**config.mk**
```make
export PLATFORM = sky130hd
export DESIGN_NAME = serial_port_control
export DESIGN_NICKNAME = d
export VERILOG_FILES = /design/src/serial_port_pkg.sv /design/src/serial_port_control.sv
export SDC_FILE = /design/constraint.sdc
export NUM_CORES = 1
export LEC_CHECK = 0
export BUFFER_PORTS_ARGS = -buffer_cell sky130_fd_sc_hd__buf_2
export CORE_ASPECT_RATIO = 1.75
export CORE_MARGIN = 2
export CORE_UTILIZATION = 40
export CTS_BUF_LIST = sky130_fd_sc_hd__clkbuf_8
export CTS_CLUSTER_DIAMETER = 120
export DETAILED_ROUTE_END_ITERATION = 12
export HOLD_SLACK_MARGIN = 0.08
export MAX_ROUTING_LAYER = met4
export PLACE_DENSITY = 0.58
export SYNTH_ARGS = -nofsm -noshare
export SYNTH_HDL_FRONTEND = slang
export SYNTH_SLANG_ARGS = --single-unit
```
**constraint.sdc**
```tcl
create_clock -name pclk -period 8.7 [get_ports pclk]
set_clock_uncertainty 0.1 [all_clocks]
set_input_delay 1.74 -clock pclk [delete_from_list [all_inputs] [get_ports pclk]]
set_output_delay 1.74 -clock pclk [all_outputs]
set_load 0.02 [all_outputs]
```
**src/serial_port_pkg.sv**
```systemverilog
package serial_port_pkg;

	// ****************************************
	// Register map (byte addresses)
	// ****************************************
	localparam logic [11:0] OPTION_CONTROL_OFF = 12'h094;
	localparam logic [11:0] SERIAL_CONTROL_OFF = 12'h098;
	localparam logic [11:0] SERIAL_BUFFER_OFF  = 12'h099;
	localparam logic [11:0] POWER_CONTROL_OFF  = 12'h087;
	localparam logic [11:0] BAUD_RELOAD_OFF    = 12'h0a0;
	localparam logic [11:0] IRQ_STATUS_OFF     = 12'h0a4;
	localparam logic [11:0] IRQ_MASK_OFF       = 12'h0a8;

	// ****************************************
	// Field positions
	// ****************************************
	localparam int SC_MODE_HI   = 7;
	localparam int SC_MODE_LO   = 6;
	localparam int SC_MP_FILTER = 5;
	localparam int SC_RX_ENABLE = 4;
	localparam int SC_TX_NINTH  = 3;
	localparam int SC_RX_NINTH  = 2;
	localparam int SC_TX_DONE   = 1;
	localparam int SC_RX_DONE   = 0;
	localparam int OPT_ONE_WIRE = 3;
	localparam int PWR_BAUD_DBL = 7;
	localparam int IRQ_TX_BIT   = 1;
	localparam int IRQ_RX_BIT   = 0;

	// ****************************************
	// Reset values and timing
	// ****************************************
	localparam logic [7:0]  SERIAL_CONTROL_RST = 8'h00;
	localparam logic [7:0]  OPTION_CONTROL_RST = 8'h00;
	localparam logic [7:0]  BAUD_RELOAD_RST    = 8'h00;
	localparam logic [15:0] SHIFT_DIV          = 16'h0001;
	localparam logic [15:0] FIXED_DIV_FAST     = 16'h0020;
	localparam logic [15:0] FIXED_DIV_SLOW     = 16'h0040;
	localparam logic [15:0] VAR_DIV_UNIT       = 16'h0010;
	localparam logic [3:0]  MID_SAMPLE         = 4'h8;

	typedef enum logic [1:0] {
		MODE_SHIFT,
		MODE_UART8,
		MODE_UART9_FIXED,
		MODE_UART9_VAR
	} serial_mode_t;

	typedef struct packed {
		logic [7:0] data;
		logic       ninth;
	} frame_t;

endpackage

```
**src/serial_port_control.sv**
```systemverilog
`timescale 1ns/10ps
module serial_port_control
	import serial_port_pkg::*;
(
	input  wire logic        pclk,
	input  wire logic        presetn,
	input  wire logic        psel,
	input  wire logic        penable,
	input  wire logic        pwrite,
	input  wire logic [11:0] paddr,
	input  wire logic [31:0] pwdata,
	output logic      [31:0] prdata,
	output logic             pready,
	output logic             pslverr,
	input  wire logic        rxd_in,
	output logic             rxd_out,
	output logic             rxd_oe,
	output logic             txd_out,
	output logic             txd_oe,
	input  wire logic        txd_in,
	output logic             irq
);

	// ****************************************
	// Registers
	// ****************************************
	logic [7:0]   control_ff;
	logic [7:0]   option_ff;
	logic         baud_double_ff;
	logic [7:0]   reload_ff;
	logic [7:0]   rx_buf_ff;
	logic [1:0]   irq_mask_ff;
	logic [31:0]  prdata_ff;
	serial_mode_t mode;
	logic         wr_acc;
	logic         rd_acc;
	logic         hit;
	logic         tx_set;
	logic         rx_set;
	logic         rx_ninth_set;
	logic         rx_ninth_val;

	assign mode    = serial_mode_t'({control_ff[SC_MODE_HI],
		control_ff[SC_MODE_LO]});
	assign wr_acc  = psel && penable && pwrite;
	assign rd_acc  = psel && penable && !pwrite;
	assign pready  = 1'b1;
	assign hit     = (paddr == OPTION_CONTROL_OFF) ||
		(paddr == SERIAL_CONTROL_OFF) || (paddr == SERIAL_BUFFER_OFF) ||
		(paddr == POWER_CONTROL_OFF) || (paddr == BAUD_RELOAD_OFF) ||
		(paddr == IRQ_STATUS_OFF) || (paddr == IRQ_MASK_OFF);
	assign pslverr = psel && penable && !hit;
	assign prdata  = prdata_ff;

	// Flags live in the control register; status mirrors them
	always_ff @(posedge pclk or negedge presetn) begin
		if (!presetn) begin
			control_ff <= SERIAL_CONTROL_RST;
		end else begin
			if (wr_acc && paddr == SERIAL_CONTROL_OFF) begin
				control_ff <= pwdata[7:0];
			end
			if (wr_acc && paddr == IRQ_STATUS_OFF) begin
				if (pwdata[IRQ_TX_BIT]) begin
					control_ff[SC_TX_DONE] <= 1'b0;
				end
				if (pwdata[IRQ_RX_BIT]) begin
					control_ff[SC_RX_DONE] <= 1'b0;
				end
			end
			if (rx_ninth_set) begin
				control_ff[SC_RX_NINTH] <= rx_ninth_val;
			end
			// Set wins over a same-cycle software clear
			if (tx_set) begin
				control_ff[SC_TX_DONE] <= 1'b1;
			end
			if (rx_set) begin
				control_ff[SC_RX_DONE] <= 1'b1;
			end
		end
	end

	always_ff @(posedge pclk or negedge presetn) begin
		if (!presetn) begin
			option_ff      <= OPTION_CONTROL_RST;
			baud_double_ff <= 1'b0;
			reload_ff      <= BAUD_RELOAD_RST;
			irq_mask_ff    <= 2'h0;
		end else if (wr_acc) begin
			case (paddr)
				OPTION_CONTROL_OFF: option_ff <= pwdata[7:0];
				POWER_CONTROL_OFF: baud_double_ff <= pwdata[PWR_BAUD_DBL];
				BAUD_RELOAD_OFF: reload_ff <= pwdata[7:0];
				IRQ_MASK_OFF: irq_mask_ff <= pwdata[1:0];
				default: ;
			endcase
		end
	end

	always_ff @(posedge pclk or negedge presetn) begin
		if (!presetn) begin
			prdata_ff <= 32'h0;
		end else if (psel && !penable && !pwrite) begin
			case (paddr)
				OPTION_CONTROL_OFF: prdata_ff <= {24'h0, option_ff};
				SERIAL_CONTROL_OFF: prdata_ff <= {24'h0, control_ff};
				SERIAL_BUFFER_OFF: prdata_ff <= {24'h0, rx_buf_ff};
				POWER_CONTROL_OFF: prdata_ff <= {24'h0, baud_double_ff,
					7'h0};
				BAUD_RELOAD_OFF: prdata_ff <= {24'h0, reload_ff};
				IRQ_STATUS_OFF: prdata_ff <= {30'h0,
					control_ff[SC_TX_DONE], control_ff[SC_RX_DONE]};
				IRQ_MASK_OFF: prdata_ff <= {30'h0, irq_mask_ff};
				default: prdata_ff <= 32'h0;
			endcase
		end
	end

	assign irq = |(irq_mask_ff &
		{control_ff[SC_TX_DONE], control_ff[SC_RX_DONE]});

	// ****************************************
	// Baud tick
	// ****************************************
	logic [15:0] div;
	logic [15:0] div_cnt_ff;
	logic        tick;
	logic [15:0] var_div;

	// Doubling halves the oversampled period
	assign var_div = baud_double_ff ? ({8'h0, reload_ff} + 16'h1)
		: (({8'h0, reload_ff} + 16'h1) << 1);

	always_comb begin
		case (mode)
			MODE_SHIFT: div = SHIFT_DIV;
			MODE_UART9_FIXED: div = (baud_double_ff ? FIXED_DIV_FAST
				: FIXED_DIV_SLOW) / VAR_DIV_UNIT;
			default: div = var_div;
		endcase
	end

	always_ff @(posedge pclk or negedge presetn) begin
		if (!presetn) begin
			div_cnt_ff <= 16'h0;
		end else if (div_cnt_ff + 16'h1 >= div) begin
			div_cnt_ff <= 16'h0;
		end else begin
			div_cnt_ff <= div_cnt_ff + 16'h1;
		end
	end
	// UART ticks run at 16x; shift mode ticks twice per bit, once per clock phase
	assign tick = (div_cnt_ff + 16'h1 >= div);

	// ****************************************
	// Transmitter
	// ****************************************
	logic [9:0] tx_sh_ff;
	logic [3:0] tx_bits_ff;
	logic [3:0] tx_os_ff;
	logic       tx_busy_ff;
	logic       tx_line_ff;
	logic       tx_clk_ff;
	logic       tx_start;
	logic [3:0] frame_len;
	frame_t     tx_frame;

	assign tx_frame  = '{data: pwdata[7:0],
		ninth: control_ff[SC_TX_NINTH]};
	assign tx_start  = wr_acc && paddr == SERIAL_BUFFER_OFF &&
		!tx_busy_ff;
	assign frame_len = (mode == MODE_UART8) ? 4'd9 : 4'd10;

	always_ff @(posedge pclk or negedge presetn) begin
		if (!presetn) begin
			tx_sh_ff   <= 10'h3ff;
			tx_bits_ff <= 4'h0;
			tx_os_ff   <= 4'h0;
			tx_busy_ff <= 1'b0;
			tx_line_ff <= 1'b1;
			tx_clk_ff  <= 1'b1;
		end else if (tx_start) begin
			tx_busy_ff <= 1'b1;
			tx_bits_ff <= 4'h0;
			tx_os_ff   <= 4'h0;
			if (mode == MODE_SHIFT) begin
				tx_sh_ff <= {2'b11, tx_frame.data};
			end else if (mode == MODE_UART8) begin
				tx_sh_ff <= {1'b1, 1'b1, tx_frame.data};
				tx_line_ff <= 1'b0;
			end else begin
				tx_sh_ff <= {1'b1, tx_frame.ninth, tx_frame.data};
				tx_line_ff <= 1'b0;
			end
		end else if (tx_busy_ff && tick) begin
			if (mode == MODE_SHIFT) begin
				// Data changes on the low phase, sampled on the rise;
				// the last bit is held a half period past its rise
				if (tx_clk_ff && tx_bits_ff == 4'd8) begin
					tx_busy_ff <= 1'b0;
					tx_line_ff <= 1'b1;
				end else if (tx_clk_ff) begin
					tx_clk_ff  <= 1'b0;
					tx_line_ff <= tx_sh_ff[0];
					tx_sh_ff   <= {1'b1, tx_sh_ff[9:1]};
				end else begin
					tx_clk_ff  <= 1'b1;
					tx_bits_ff <= tx_bits_ff + 4'h1;
				end
			end else begin
				tx_os_ff <= tx_os_ff + 4'h1;
				if (tx_os_ff == 4'hf) begin
					if (tx_bits_ff == frame_len) begin
						tx_busy_ff <= 1'b0;
					end else begin
						tx_line_ff <= tx_sh_ff[0];
						tx_sh_ff   <= {1'b1, tx_sh_ff[9:1]};
						tx_bits_ff <= tx_bits_ff + 4'h1;
					end
				end
			end
		end
	end

	assign tx_set = tx_busy_ff && tick && ((mode == MODE_SHIFT) ?
		(!tx_clk_ff && tx_bits_ff == 4'd7) :
		(tx_os_ff == 4'hf && tx_bits_ff + 4'h1 == frame_len));

	// ****************************************
	// Pins
	// ****************************************
	logic rx_line;

	always_comb begin
		rxd_out = 1'b1;
		rxd_oe  = 1'b0;
		txd_out = tx_line_ff;
		txd_oe  = 1'b1;
		rx_line = rxd_in;
		if (mode == MODE_SHIFT) begin
			// Shift mode drives data on rxd and the clock on txd
			rxd_out = tx_line_ff;
			rxd_oe  = tx_busy_ff;
			txd_out = tx_clk_ff;
		end else if (option_ff[OPT_ONE_WIRE]) begin
			rx_line = txd_in;
			txd_oe  = tx_busy_ff;
		end
	end

	// ****************************************
	// Receiver
	// ****************************************
	logic [8:0] rx_sh_ff;
	logic [3:0] rx_bits_ff;
	logic [3:0] rx_os_ff;
	logic       rx_busy_ff;
	logic       rx_enable;
	logic       rx_stop_pt;
	logic       rx_accept;

	assign rx_enable  = control_ff[SC_RX_ENABLE];
	// Stop sample follows the last data or ninth bit
	assign rx_stop_pt = rx_busy_ff && rx_enable && tick &&
		mode != MODE_SHIFT && rx_os_ff == MID_SAMPLE - 4'h1 &&
		rx_bits_ff == frame_len;

	always_comb begin
		rx_accept = 1'b1;
		if (mode == MODE_UART8 && control_ff[SC_MP_FILTER]) begin
			rx_accept = rx_line;
		end else if (mode != MODE_SHIFT && mode != MODE_UART8 &&
			control_ff[SC_MP_FILTER]) begin
			rx_accept = rx_sh_ff[8];
		end
	end

	always_ff @(posedge pclk or negedge presetn) begin
		if (!presetn) begin
			rx_sh_ff   <= 9'h0;
			rx_bits_ff <= 4'h0;
			rx_os_ff   <= 4'h0;
			rx_busy_ff <= 1'b0;
			rx_buf_ff  <= 8'h0;
		end else if (!rx_busy_ff) begin
			rx_bits_ff <= 4'h0;
			rx_os_ff   <= 4'h0;
			if (rx_enable && mode != MODE_SHIFT && !rx_line) begin
				rx_busy_ff <= 1'b1;
			end
		end else if (!rx_enable) begin
			rx_busy_ff <= 1'b0;
		end else if (tick && mode != MODE_SHIFT) begin
			rx_os_ff <= rx_os_ff + 4'h1;
			if (rx_os_ff == MID_SAMPLE - 4'h1) begin
				if (rx_bits_ff == 4'h0 && rx_line) begin
					rx_busy_ff <= 1'b0;
				end else if (rx_stop_pt) begin
					rx_busy_ff <= 1'b0;
					if (rx_accept) begin
						rx_buf_ff <= (mode == MODE_UART8) ?
							rx_sh_ff[8:1] : rx_sh_ff[7:0];
					end
				end else begin
					if (rx_bits_ff != 4'h0) begin
						rx_sh_ff <= {rx_line, rx_sh_ff[8:1]};
					end
					rx_bits_ff <= rx_bits_ff + 4'h1;
				end
			end
		end
	end

	assign rx_set       = rx_stop_pt && rx_accept;
	assign rx_ninth_set = rx_set;
	assign rx_ninth_val = (mode == MODE_UART8) ? rx_line : rx_sh_ff[8];

	// ****************************************
	// Checks
	// ****************************************
	tx_done_stop_a: assert property (@(posedge pclk) disable iff (!presetn)
		tx_set |=> control_ff[SC_TX_DONE])
		else $error("transmit done flag not set");
	rx_filter_a: assert property (@(posedge pclk) disable iff (!presetn)
		(rx_stop_pt && (mode == MODE_UART9_FIXED ||
		mode == MODE_UART9_VAR) && control_ff[SC_MP_FILTER]
		&& !rx_sh_ff[8]) |-> !rx_set)
		else $error("filtered frame raised receive flag");
	rx_enable_gate_a: assert property (@(posedge pclk) disable iff (!presetn)
		(!rx_enable && !rx_busy_ff) |=> !rx_busy_ff)
		else $error("receiver started while disabled");
	rx_off_quiet_a: assert property (@(posedge pclk) disable iff (!presetn)
		!rx_enable |-> !rx_set)
		else $error("receive flag raised while disabled");
	tx_busy_block_a: assert property (@(posedge pclk) disable iff (!presetn)
		(wr_acc && paddr == SERIAL_BUFFER_OFF && tx_busy_ff) |=>
		tx_busy_ff)
		else $error("busy transmitter restarted");
	flag_sticky_a: assert property (@(posedge pclk) disable iff (!presetn)
		($past(control_ff[SC_RX_DONE]) && !$past(wr_acc)) |->
		control_ff[SC_RX_DONE])
		else $error("receive flag cleared by hardware");

endmodule

```
-- Yosys cells after proc, flatten, opt, wreduce, memory -nomap -nowiden
Cells that the tools add are included.
- bitwise operators: 5
- equality and inequality tests: 30
- mux-type cells: 75
- reductions and logical operators: 62
- add/subtract/negate cells: 6
- order comparisons: 1
- operators with widths (operator ; count):
    12-bit by 8-bit equality test with 1-bit output (second input constant) ; 7
    10-bit 2-to-1 mux ; 8
    4-bit 2-to-1 mux ; 19
    8-bit one-hot mux with 7 select lines ; 1
    1-bit 2-to-1 mux ; 38
    1-bit logical AND ; 27
    10-bit one-hot mux with 2 select lines ; 1
    5-bit AND reduction ; 4
    9-bit 2-to-1 mux ; 2
    16-bit by 1-bit adder with 16-bit output (second input constant) ; 1
    4-bit by 1-bit adder with 4-bit output (second input constant) ; 4
    16-bit >= comparator ; 1
    16-bit 2-to-1 mux ; 1
    3-bit inequality test (second input constant) ; 5
    7-bit AND reduction ; 2
    4-bit equality test ; 3
    2-bit AND reduction ; 6
    2-bit inequality test (second input constant) ; 5
    8-bit by 1-bit adder with 9-bit output (second input constant) ; 1
    4-bit by 3-bit equality test with 1-bit output (second input constant) ; 2
    4-bit equality test (second input constant) ; 2
    8-bit 2-to-1 mux ; 1
    4-bit AND reduction ; 2
    7-bit 2-to-1 mux ; 1
    other kinds (16) ; 35
- bits in registers: 122
- logic and storage cells: 199
- output and inout port bits: 39
- input bits: 51

-- Longest topological paths before layout
Gate-level depths: netlist (run 1).
- depth in word-level cells: 14
- mapped depth: 16
- mapped depth without buffers: 14

-- Least setup slack after synthesis (run 1)
Ideal clock, no wire load.
- kind: input to output
- from: input paddr[9]
- to: output pslverr
- slack: 3.657 ns
- arrival: 3.203 ns
- required time: 6.860 ns
- path buffers: 0
- stages: 4
- path through: nor4_1 -> nand2_1 -> nor4_2 -> nor4_1
- longest elaborated chain between the ends: 9
- elaborated cells between the ends (all ways): 15
- classes of those cells: eq/ne: 7; reduce/logical: 8
- ends and longest elaborated chain (element ; line ; text):
    start, declared ; serial_port_control.sv:10 ; input wire logic [11:0] paddr,
    12-bit by 8-bit equality test with 1-bit output, on equally long branches ; serial_port_control.sv:48, serial_port_control.sv:49 ;
    1-bit logical OR ; serial_port_control.sv:48 ; assign hit = (paddr == OPTION_CONTROL_OFF) ||
    1-bit logical OR (2 in series) ; serial_port_control.sv:49 ; (paddr == SERIAL_CONTROL_OFF) || (paddr == SERIAL_BUFFER_OFF) ||
    1-bit logical OR (2 in series) ; serial_port_control.sv:50 ; (paddr == POWER_CONTROL_OFF) || (paddr == BAUD_RELOAD_OFF) ||
    1-bit logical OR * ; serial_port_control.sv:51 ; (paddr == IRQ_STATUS_OFF) || (paddr == IRQ_MASK_OFF);
    1-bit logical NOT * ; serial_port_control.sv:52 ; assign pslverr = psel && penable && !hit;
    1-bit logical AND * ; serial_port_control.sv:52 ;
    end, declared ; serial_port_control.sv:14 ; output logic pslverr,
Mark *: on every way between the ends. The rest lies on a longest branch, timed or not.

-- Final worst setup path (run 1)
Ends and elaborated chain as after synthesis.

==> flow_metrics.py, run 1 <==
metrics = {
    "run_status": {
        "outcome": "completed",
    },
    "die": {
        "design.core.area_sq_um": 13900,
        "dieHeight_microns": 162,
        "initial_core_util_pct": 41.1,
        "fp-row-count": 57,
        "top_level_ports": 90,
        "chipWidth_microns": 94.3,
        "die_area_sq_um": 15300,
    },
    "sta": {
        "fin_crit_ns": 5.70,
        "relSlewSlack_pct": 32.7,
        "hold_viol": 0,
        "layout_setup_ws_ns": 3.00,
        "fmax_mhz": 175,
        "fin_crit_sh_pct": 65.6,
        "tightest_slew_ns": 1.00,
        "rsz0062_at_grt": "no",
        "finalMaxSlewViolations": 0,
        "tns_ns": 0,
        "setup_viol": 0,
        "holdWs_ns": 0.386,
    },
    "pwr": {
        "peakVddDrop_uv": 81.6,
        "leakage_nw": 2.83,
        "total_power_mw": 1.10,
        "power.density_nw_per_um2": 178,
    },
    "synthesis": {
        "yosys_warnings": 0,
        "synth.ff_latch_count": 97,
        "yosysMostFrequentCell": "dfrtp_1",
        "synth_common_cells": "dfrtp_1, nand2_1, mux2_2, nand3_1, nor2_1",
        "yosysSeqAreaShare_pct": 42.7,
        "postSynthAreaPerCell_sq_um": 9.97,
        "synth_top_cell_by_area": "dfrtp_1",
        "syn_area_sq_um": 5710,
        "ys_top_cells_by_area": "dfrtp_1, mux2_2, dfstp_2",
        "synth_cells": 573,
        "synth_edf_count": 0,
        "synth_ff_type": "dfrtp_1",
        "synth.top_cell.area_share_pct": 37.7,
        "synthArstFlopShare_pct": 100,
        "synth_cell_type_count": 68,
    },
    "setup_path": {
        "crit_slowest_cell": "nor4_2",
        "crit_buf_inv": 2,
        "crit_chain": "buf_2 > nor4_1 > nand2_1 > nor4_2 > nor4_1 > buf_2",
        "criticalPathCategory": "input port to output pin",
        "critPathRequiredTime_ns": 6.86,
        "end_kind": "output pin",
        "cp_max_fo": 9,
        "cp.arrival_ns": 3.87,
        "start_kind": "input port",
        "critPathTopFamily": "simple AND/OR/NAND/NOR gates",
        "critical_path.max_stage_delay_ns": 0.86,
    },
    "cells_and_area": {
        "areaGrowthSynthToFinish_pct": 8.72,
        "multiInputGateArea_sq_um": 3060,
        "n_antenna_cell": 0,
        "fillers": 1372,
        "nNetsFinal": 683,
        "area.sequential_sq_um": 2440,
        "drive_gt1_share_pct": 22.1,
        "utilization_pct": 44.7,
        "finalNonFillerCells": 796,
        "final_area_sq_um": 6210,
    },
    "worst_hold_path": {
        "hp-class": "flop to flop",
    },
    "detailed_routing": {
        "dr.pass1.iters": 4,
        "highest_layer": "met4",
        "vias": 4435,
        "drc": 0,
        "ant_nets": 0,
        "via_per_inst": 5.57,
        "dr_wl_met2_microns": 7490,
        "wirelength_met1_microns": 5380,
        "wl_met3_microns": 393,
        "routed_wl_microns": 13500,
        "post_drt_wl_per_cell_microns": 17.0,
        "first_iter_violations": 250,
    },
    "place": {
        "dp.final_hpwl_microns": 10200,
        "place_area_sq_um": 6000,
        "place_inst": 780,
        "gp_congestion": 0.819,
        "place_ws_ns": 2.99,
        "portBuffers": 40,
    },
    "global_routing": {
        "antenna_found_initial": 0,
        "grt_start_max_net_pins": 66,
        "grt_overflow": 0,
        "grt.total_usage_pct": 18.8,
        "grt_pass1_wl_microns": 21800,
        "grt_pass1_vias": 4322,
    },
    "flow_run": {
        "max_cap_viol_count": 0,
    },
    "cts": {
        "cts_tree": "built",
        "clock_sinks": 97,
        "numCtsBuffers": 9,
        "cts-root-buf": "clkbuf_8",
        "clk_pin_slew_worst_paths_ns": 0.10,
        "htreeDepth": 3,
        "post-cts-setup-buffers": 0,
        "ctsHoldBuffers": 0,
        "insertion_delay_ns": 0.38,
        "cts_buffer_depth": 2,
        "cts_resized": 0,
    },
}
==> where the power goes <==
part           switching (mW)  leakage (nW)  internal [mW]
clock network           0.180         0.104          0.139
registers              0.0563          1.25          0.512
logic                   0.124          1.48         0.0935
==> kinds of logic after synthesis <==
group | count (synthesis) | synth area share [%]
multiplexers | 57 | 11.1
XOR/XNOR | 20 | 3.07
adder cells (fa/ha/maj) | 18 | 3.94
AND/OR/NAND/NOR | 215 | 19.9
other | 2 | 0.131
flip-flops | 97 | 42.7
buffers and inverters | 55 | 5.61
AO/OA/AOI/OAI | 109 | 13.6
==> cell usage in the layout (no fill, tap or decap), types with 3 or more instances in the layout <==
master / instances
dfrtp_1: 86
nand2_1: 69
mux2_2: 49
buf_2: 39
nand3_1: 33
conb_1: 31
nor2_1: 29
o21ai_0: 21
ha_1: 18
a21oi_1: 17
o211ai_1: 14
nor4_1: 12
inv_1: 11
xnor2_1: 11
and3_1: 11
dfstp_2: 11
xor2_1: 9
clkbuf_8: 9
nor3_1: 8
mux2i_1: 8
a221oi_1: 8
nand4_1: 7
nand2b_1: 6
a22oi_1: 6
a22o_1: 6
buf_4: 5
or3_1: 4
nor3b_1: 4
or4_1: 4
o22ai_1: 4
a31oi_1: 4
nor2b_1: 4
o21a_1: 3
nand4b_1: 3
or2_2: 3
o31ai_1: 3
and2_1: 3
o2111ai_1: 3
a21o_1: 3
==> worst reg2reg max path: cells and delay by family, from the launching register on <==
| kind | cells | cell delay, ns |
|---|---|---|
| flip-flops | 1 | 0.48 |
| AND/OR/NAND/NOR | 6 | 1.54 |
| buffers and inverters | 2 | 0.40 |
| adder cells (fa/ha/maj) | 2 | 0.56 |
| AO/OA/AOI/OAI | 2 | 0.45 |
| multiplexers | 1 | 0.36 |
| XOR/XNOR | 1 | 0.24 |
==> per-layer routing <==
metal / global-route usage, % / vias to the layer above
met5: - / -
met4: 6.13 / 0
met3: 3.25 / 18
met2: 33.9 / 81
met1: 20.8 / 2198
li1: - / 2138
==> final timing paths <==
check	startpoint	endpoint	slack, ns	depth (start not counted)
max in group asynchronous	presetn	rx_bits_ff[2]	6.09	2
min	prdata[1]	prdata[1]	0.39	1
min in group asynchronous	presetn	div_cnt_ff[12]	1.19	1
min reg2reg	prdata[1]	prdata[1]	0.39	1
max reg2reg	div_cnt_ff[0]	rx_buf_ff[6]	4.45	14
max	paddr[9]	pslverr	3.00	6
==> cell type report <==
class	instances	share of cell area [%]
clock buffer	9	1.99
inverter	12	0.725
clock inverter	7	1.39
timing repair buffer	44	3.75
multi-input combinational	450	49.3
sequential	97	39.3
tap	177	3.57
==> state kept, by name (all words and copies together), names as in the netlist, 2 cells and up <==
signal and flops:
control_ff 8, div_cnt_ff 16, irq_mask_ff 2, option_ff 8
prdata 8, reload_ff 8, rx_bits_ff 4, rx_buf_ff 8
rx_os_ff 4, rx_sh_ff 9, tx_bits_ff 4, tx_os_ff 4
tx_sh_ff 9
(Power assumes the default switching activity.)
==> inputs of run 2 (changes only) <==
- ABC_AREA: unset -> 1
- PLACE_DENSITY: 0.58 -> 0.6
- clock period: 8.7 -> 5.1 ns (I/O delays scaled with it)
==> flow_metrics.py, run 2 <==
metrics = {
    "synthesis": {
        "synth_edf_count": 0,
        "ys_top_cells_by_area": "dfrtp_1, nand2_1, inv_1",
        "yosys_warnings": 0,
        "yosysMostFrequentCell": "nand2_1",
        "synth.ff_latch_count": 97,
        "yosysSeqAreaShare_pct": 41.0,
        "synth_cells": 771,
        "synthArstFlopShare_pct": 100,
        "synth_top_cell_by_area": "dfrtp_1",
        "postSynthAreaPerCell_sq_um": 7.73,
        "synth_common_cells": "nand2_1, inv_1, dfrtp_1, o21ai_0, nor2_1",
        "synth.top_cell.area_share_pct": 36.1,
        "syn_area_sq_um": 5960,
        "synth_ff_type": "dfrtp_1",
        "synth_cell_type_count": 45,
    },
    "global_routing": {
        "grt.total_usage_pct": 19.4,
        "grt_pass1_wl_microns": 23200,
        "grt_overflow": 0,
        "grt_pass1_vias": 4875,
        "grt_start_max_net_pins": 69,
        "antenna_found_initial": 0,
    },
    "sta": {
        "tns_ns": 0,
        "fin_crit_sh_pct": 75.7,
        "tightest_slew_ns": 1.21,
        "fin_crit_ns": 3.86,
        "fmax_mhz": 259,
        "rsz0062_at_grt": "no",
        "holdWs_ns": 0.370,
        "setup_viol": 0,
        "layout_setup_ws_ns": 1.24,
        "relSlewSlack_pct": 18.9,
        "finalMaxSlewViolations": 0,
        "hold_viol": 0,
    },
    "setup_path": {
        "crit_slowest_cell": "nand4_1",
        "criticalPathCategory": "input port to output pin",
        "timing.rr.end": "rx_sh_ff[0]",
        "critPathTopFamily": "simple AND/OR/NAND/NOR gates",
        "crit_buf_inv": 3,
        "r2r_cells": 17,
        "r2r_slack_ns": 1.85,
        "end_kind": "output pin",
        "cp.arrival_ns": 2.74,
        "start_kind": "input port",
        "critPathRequiredTime_ns": 3.98,
        "critical_path.max_stage_delay_ns": 0.41,
        "r2r-start": "reload_ff[0]",
        "cp_max_fo": 9,
        "crit_chain": "buf_2 > nor2_1 > nand2_1 > clkinv_1 > nand4_1 > nand2_1 > nor4_1 > buf_2",
    },
    "detailed_routing": {
        "drc": 0,
        "dr.pass1.iters": 4,
        "post_drt_wl_per_cell_microns": 13.9,
        "routed_wl_microns": 13900,
        "ant_nets": 0,
        "via_per_inst": 4.96,
        "first_iter_violations": 217,
        "vias": 4984,
    },
    "die": {
        "design.core.area_sq_um": 14700,
        "dieHeight_microns": 165,
        "initial_core_util_pct": 40.6,
        "fp-row-count": 59,
        "top_level_ports": 90,
        "chipWidth_microns": 96.3,
        "die_area_sq_um": 15900,
    },
    "worst_hold_path": {
        "hp-class": "flop to flop",
        "hold_start": "tx_sh_ff[8]",
        "min_to": "tx_sh_ff[8]",
        "min_path_cells": 2,
    },
    "place": {
        "dp.final_hpwl_microns": 10700,
        "portBuffers": 40,
        "gp_congestion": 0.885,
        "place_inst": 988,
        "place_ws_ns": 1.29,
    },
    "cells_and_area": {
        "n_antenna_cell": 0,
        "final_cell_mix": "nand2_1, inv_1, dfrtp_1, o21ai_0, nor2_1",
        "nNetsFinal": 885,
        "finalNonFillerCells": 1004,
        "areaGrowthSynthToFinish_pct": 8.11,
        "drive_gt1_share_pct": 15.0,
        "reg_top3": "div_cnt_ff (16), rx_sh_ff (9), tx_sh_ff (9)",
        "largest_register_ffs": 16,
        "utilization_pct": 43.8,
        "mostFrequentLayoutCell": "nand2_1",
        "top_register": "div_cnt_ff",
    },
    "cts": {
        "cts_tree": "built",
        "ctsHoldBuffers": 0,
        "numCtsBuffers": 9,
        "post-cts-setup-buffers": 0,
        "insertion_delay_ns": 0.38,
        "cts-root-buf": "clkbuf_8",
        "htreeDepth": 3,
        "clk_pin_slew_worst_paths_ns": 0.10,
        "cts_resized": 0,
        "clock_sinks": 97,
        "cts_buffer_depth": 2,
    },
    "pwr": {
        "leakage_nw": 3.07,
        "peakVddDrop_uv": 107,
        "power.density_nw_per_um2": 209,
    },
    "run_status": {
        "outcome": "completed",
    },
    "flow_run": {
        "max_cap_viol_count": 0,
    },
}
[run 2: cell types whose count changed after synthesis, moves of 7 or more]
cell      delta
a221oi_1     -8
and3_1      -11
inv_1       +99
mux2_2      -42
mux2i_1      -7
nand2_1    +123
nand4_1     +13
nor2_1      +31
nor4_1      -11
o211ai_1    -12
o21ai_0     +45
o21ai_2     +14
o22ai_1     +14
[run 2: cells by family (layout without fill, tap and decap cells)]
kind of cell	count (synthesis)	in the layout	synth area share, %
adders and majority gates	18	18	3.78
buffers and inverters	150	171	11.4
AOI/OAI and AO/OA	131	131	12.8
other	2	31	0.126
muxes	8	8	1.49
xor gates and xnor gates	18	18	2.65
and+or+nand+nor	347	347	26.8
DFF	97	97	41.0
[run 2: worst register-to-register path: stages, from the launching register on]
cell     delay [ns]
dfrtp_1        0.49
ha_1           0.23
nand2_1        0.08
nor3_1         0.34
xor2_1         0.15
o22ai_1        0.17
inv_1          0.06
ha_1           0.29
nand2_1        0.06
inv_1          0.05
nand2_1        0.04
nand2_1        0.05
nand2_1        0.08
nand2_4        0.22
nand3_1        0.16
nor2_4         0.40
nand2_1        0.10
o21a_1         0.12
[run 2: layout make-up]
cell class / instances / area, sq um
inverter: 114 / 429
multi-input combinational: 553 / 2940
sequential: 97 / 2440
clock buffer: 10 / 138
clock inverter: 6 / 50.0
fill: 1516 / 8250
tap: 183 / 229
timing repair buffer: 41 / 210
[run 2: how the worst max path moves through the flow]
stage,start,end,slack (ns),depth (start not counted)
floorplan,paddr[11],pslverr,1.51,6
global placement,paddr[11],pslverr,1.30,8
detailed placement,paddr[11],pslverr,1.29,8
CTS,paddr[11],pslverr,1.28,8
global route,paddr[8],pslverr,1.00,8
finish,paddr[11],pslverr,1.24,8
[run 2: power breakdown]
group	switching (mW)	total, mW	internal (mW)	leakage, nW
Clock	0.294	0.492	0.198	0.0952
Sequential	0.00430	0.777	0.773	1.24
Combinational	0.0606	0.0772	0.0166	1.73
Total	0.359	1.35	0.988	3.07
[run 2: stage by stage]
stage,area [sq um],power [mW]
2_1_floorplan,6070,0.845
3_3_place_gp,6250,0.870
3_5_place_dp,6250,0.870
4_1_cts,6440,1.37
5_1_grt,6440,1.40
6_report,6440,1.35
[run 2: per-layer routing]
layer | wire length (microns) | global-route usage [%]
met5 | 0 | -
met4 | 427 | 7.99
met3 | 405 | 2.63
met1 | 5540 | 20.7
met2 | 7550 | 35.2
==> inputs of run 3 (changes only) <==
- clock period: 5.1 -> 3.23 ns (I/O delays scaled with it)
==> flow_metrics.py, run 3 (synthesis results as in run 2) <==
metrics = {
    "cells_and_area": {
        "mostFrequentLayoutCell": "nand2_1",
        "top_register": "div_cnt_ff",
        "n_antenna_cell": 0,
        "drive_gt1_share_pct": 17.5,
        "areaGrowthSynthToFinish_pct": 12.0,
        "largest_register_ffs": 16,
        "reg_top3": "div_cnt_ff (16), rx_sh_ff (9), tx_sh_ff (9)",
        "final_cell_mix": "nand2_1, inv_1, dfrtp_1, o21ai_0, nor2_1",
        "nNetsFinal": 908,
        "fillers": 1550,
    },
    "setup_path": {
        "crit_chain": "nand2_1 > nor2_1 > inv_1 > nor2_2 > inv_1 > nor2_1 > or2_2 > o22ai_1 > inv_1 > ha_1 > nand2_1 > inv_1 > nand2_1 > nand2_1 > nand2_1 > nand2_1 > nand2_1 > nand2_4 > nand4_4 > buf_12 > nor2_8 > nand2_1 > o21ai_2",
        "r2r_cells": 23,
        "timing.rr.end": "rx_buf_ff[4]",
        "crit_slowest_cell": "dfrtp_2",
        "end_kind": "flop",
        "r2r-start": "reload_ff[0]",
        "start_kind": "flop",
        "startpoint": "reload_ff[0]",
        "endpoint": "rx_buf_ff[4]",
        "r2r_slack_ns": 0.28,
        "crit_top_cell": "nand2_1",
        "critical_path.max_stage_delay_ns": 0.45,
        "cp.arrival_ns": 3.15,
        "criticalPathCategory": "flop to flop",
        "critPathRequiredTime_ns": 3.43,
        "cp_max_fo": 9,
    },
    "sta": {
        "finalMaxSlewViolations": 0,
        "setup_viol": 0,
        "fmax_mhz": 339,
        "fin_crit_ns": 2.95,
        "relSlewSlack_pct": 50.7,
        "tns_ns": 0,
        "tightest_slew_ns": 0.735,
        "rsz0062_at_grt": "no",
        "fin_crit_sh_pct": 91.3,
        "hold_viol": 0,
    },
    "die": {
        "chipWidth_microns": 96.3,
        "die_area_sq_um": 15900,
        "initial_core_util_pct": 40.6,
        "design.core.area_sq_um": 14700,
        "fp-row-count": 59,
        "top_level_ports": 90,
        "dieHeight_microns": 165,
    },
    "global_routing": {
        "met1_usage_pct": 20.1,
        "grt_pass1_vias": 4856,
        "grt_overflow": 0,
        "met3_usage_pct": 2.77,
        "met2_usage_pct": 36.0,
        "grt_start_max_net_pins": 54,
        "grt.total_usage_pct": 19.2,
        "busiest_layer": "met2",
        "grt_pass1_wl_microns": 22900,
        "antenna_found_initial": 0,
    },
    "detailed_routing": {
        "post_drt_wl_per_cell_microns": 13.8,
        "vias": 5077,
        "first_iter_violations": 269,
        "routed_wl_microns": 14100,
        "via_per_inst": 4.94,
        "dr.pass1.iters": 4,
        "ant_nets": 0,
        "drc": 0,
    },
    "cts": {
        "clk_pin_slew_worst_paths_ns": 0.10,
        "cts_buffer_depth": 2,
        "clock_sinks": 97,
        "ctsHoldBuffers": 0,
        "insertion_delay_ns": 0.38,
        "cts_tree": "built",
        "numCtsBuffers": 9,
        "htreeDepth": 3,
        "cts-root-buf": "clkbuf_8",
    },
    "place": {
        "gp_congestion": 0.831,
        "dp.final_hpwl_microns": 10900,
        "portBuffers": 40,
    },
    "pwr": {
        "leakage_nw": 3.20,
        "power.density_nw_per_um2": 324,
        "peakVddDrop_uv": 172,
        "total_power_mw": 2.16,
    },
    "run_status": {
        "outcome": "completed",
    },
    "flow_run": {
        "max_cap_viol_count": 0,
    },
    "worst_hold_path": {
        "hp-class": "input port to asynchronous set/reset pin",
    },
}
-- run 3: changes by cell type in the layout (fill, tap and decap cells not counted), moves of 2 or more --
cell / before / now
buf_4: 2 / 21
buf_12: 0 / 3
dfrtp_2: 0 / 2
dfrtp_1: 86 / 84
-- run 3: cell type report --
class / count / area [sq um] / share of cell area [%]
clock buffers: 9 / 124 / 1.86
clock inverters: 7 / 71.3 / 1.07
inverters: 114 / 429 / 6.43
multi-input cells: 554 / 2970 / 44.4
flip-flops and latches: 97 / 2440 / 36.6
well taps: 183 / 229 / 3.43
repair buffers: 63 / 413 / 6.19
-- run 3: layer usage --
layer | up-vias | share of wire (%)
met1 | 2396 | 39
met3 | 19 | 3.1
li1 | 2579 | -
met5 | - | 0
met4 | 0 | 1.9
met2 | 83 | 56
-- run 3: report_power, final --
group / switching (mW) / internal [mW]
sequential: 0.00665 / 1.22
clock: 0.452 / 0.358
combinational: 0.0961 / 0.0295
-- run 3: through the flow --
stage	worst slack (ns)	hold WS (ns)	cells	cell area (sq um)	util (%)
final	0.281	0.151	1027	6680	45.4
after global routing	0.0216	0.190	1027	6680	45.4
after CTS	0.174	0.177	1020	6580	44.8
after detailed placement	0.199	0.358	1004	6390	43.5
after global placement	0.179	0.355	1004	6390	43.5
after floorplan	0.387	0.250	800	6070	-
-- run 3: how the worst min path moves through the flow --
| stage | from | end | slack [ns] | cells past startpoint |
|---|---|---|---|---|
| floorplan | presetn | baud_double_ff | 0.25 | 0 |
| global placement | tx_sh_ff[8] | tx_sh_ff[8] | 0.35 | 2 |
| detailed placement | tx_sh_ff[8] | tx_sh_ff[8] | 0.36 | 2 |
| CTS | presetn | rx_sh_ff[0] | 0.18 | 1 |
| global route | presetn | rx_sh_ff[1] | 0.19 | 1 |
| finish | presetn | rx_sh_ff[0] | 0.15 | 1 |
-- run 3: timing repair --
item,CTS,global route
setup buffers,0,6
resized for setup,0,4
endpoints found under the setup margin,0,37
-- run 3: worst max-delay path: cells and delay by family (launching register included) --
| family | cells | cell delay [ns] |
|---|---|---|
| AO/OA/AOI/OAI | 2 | 0.19 |
| flip-flops | 1 | 0.45 |
| adder cells (fa/ha/maj) | 1 | 0.29 |
| AND/OR/NAND/NOR | 15 | 1.41 |
| buffers and inverters | 5 | 0.44 |
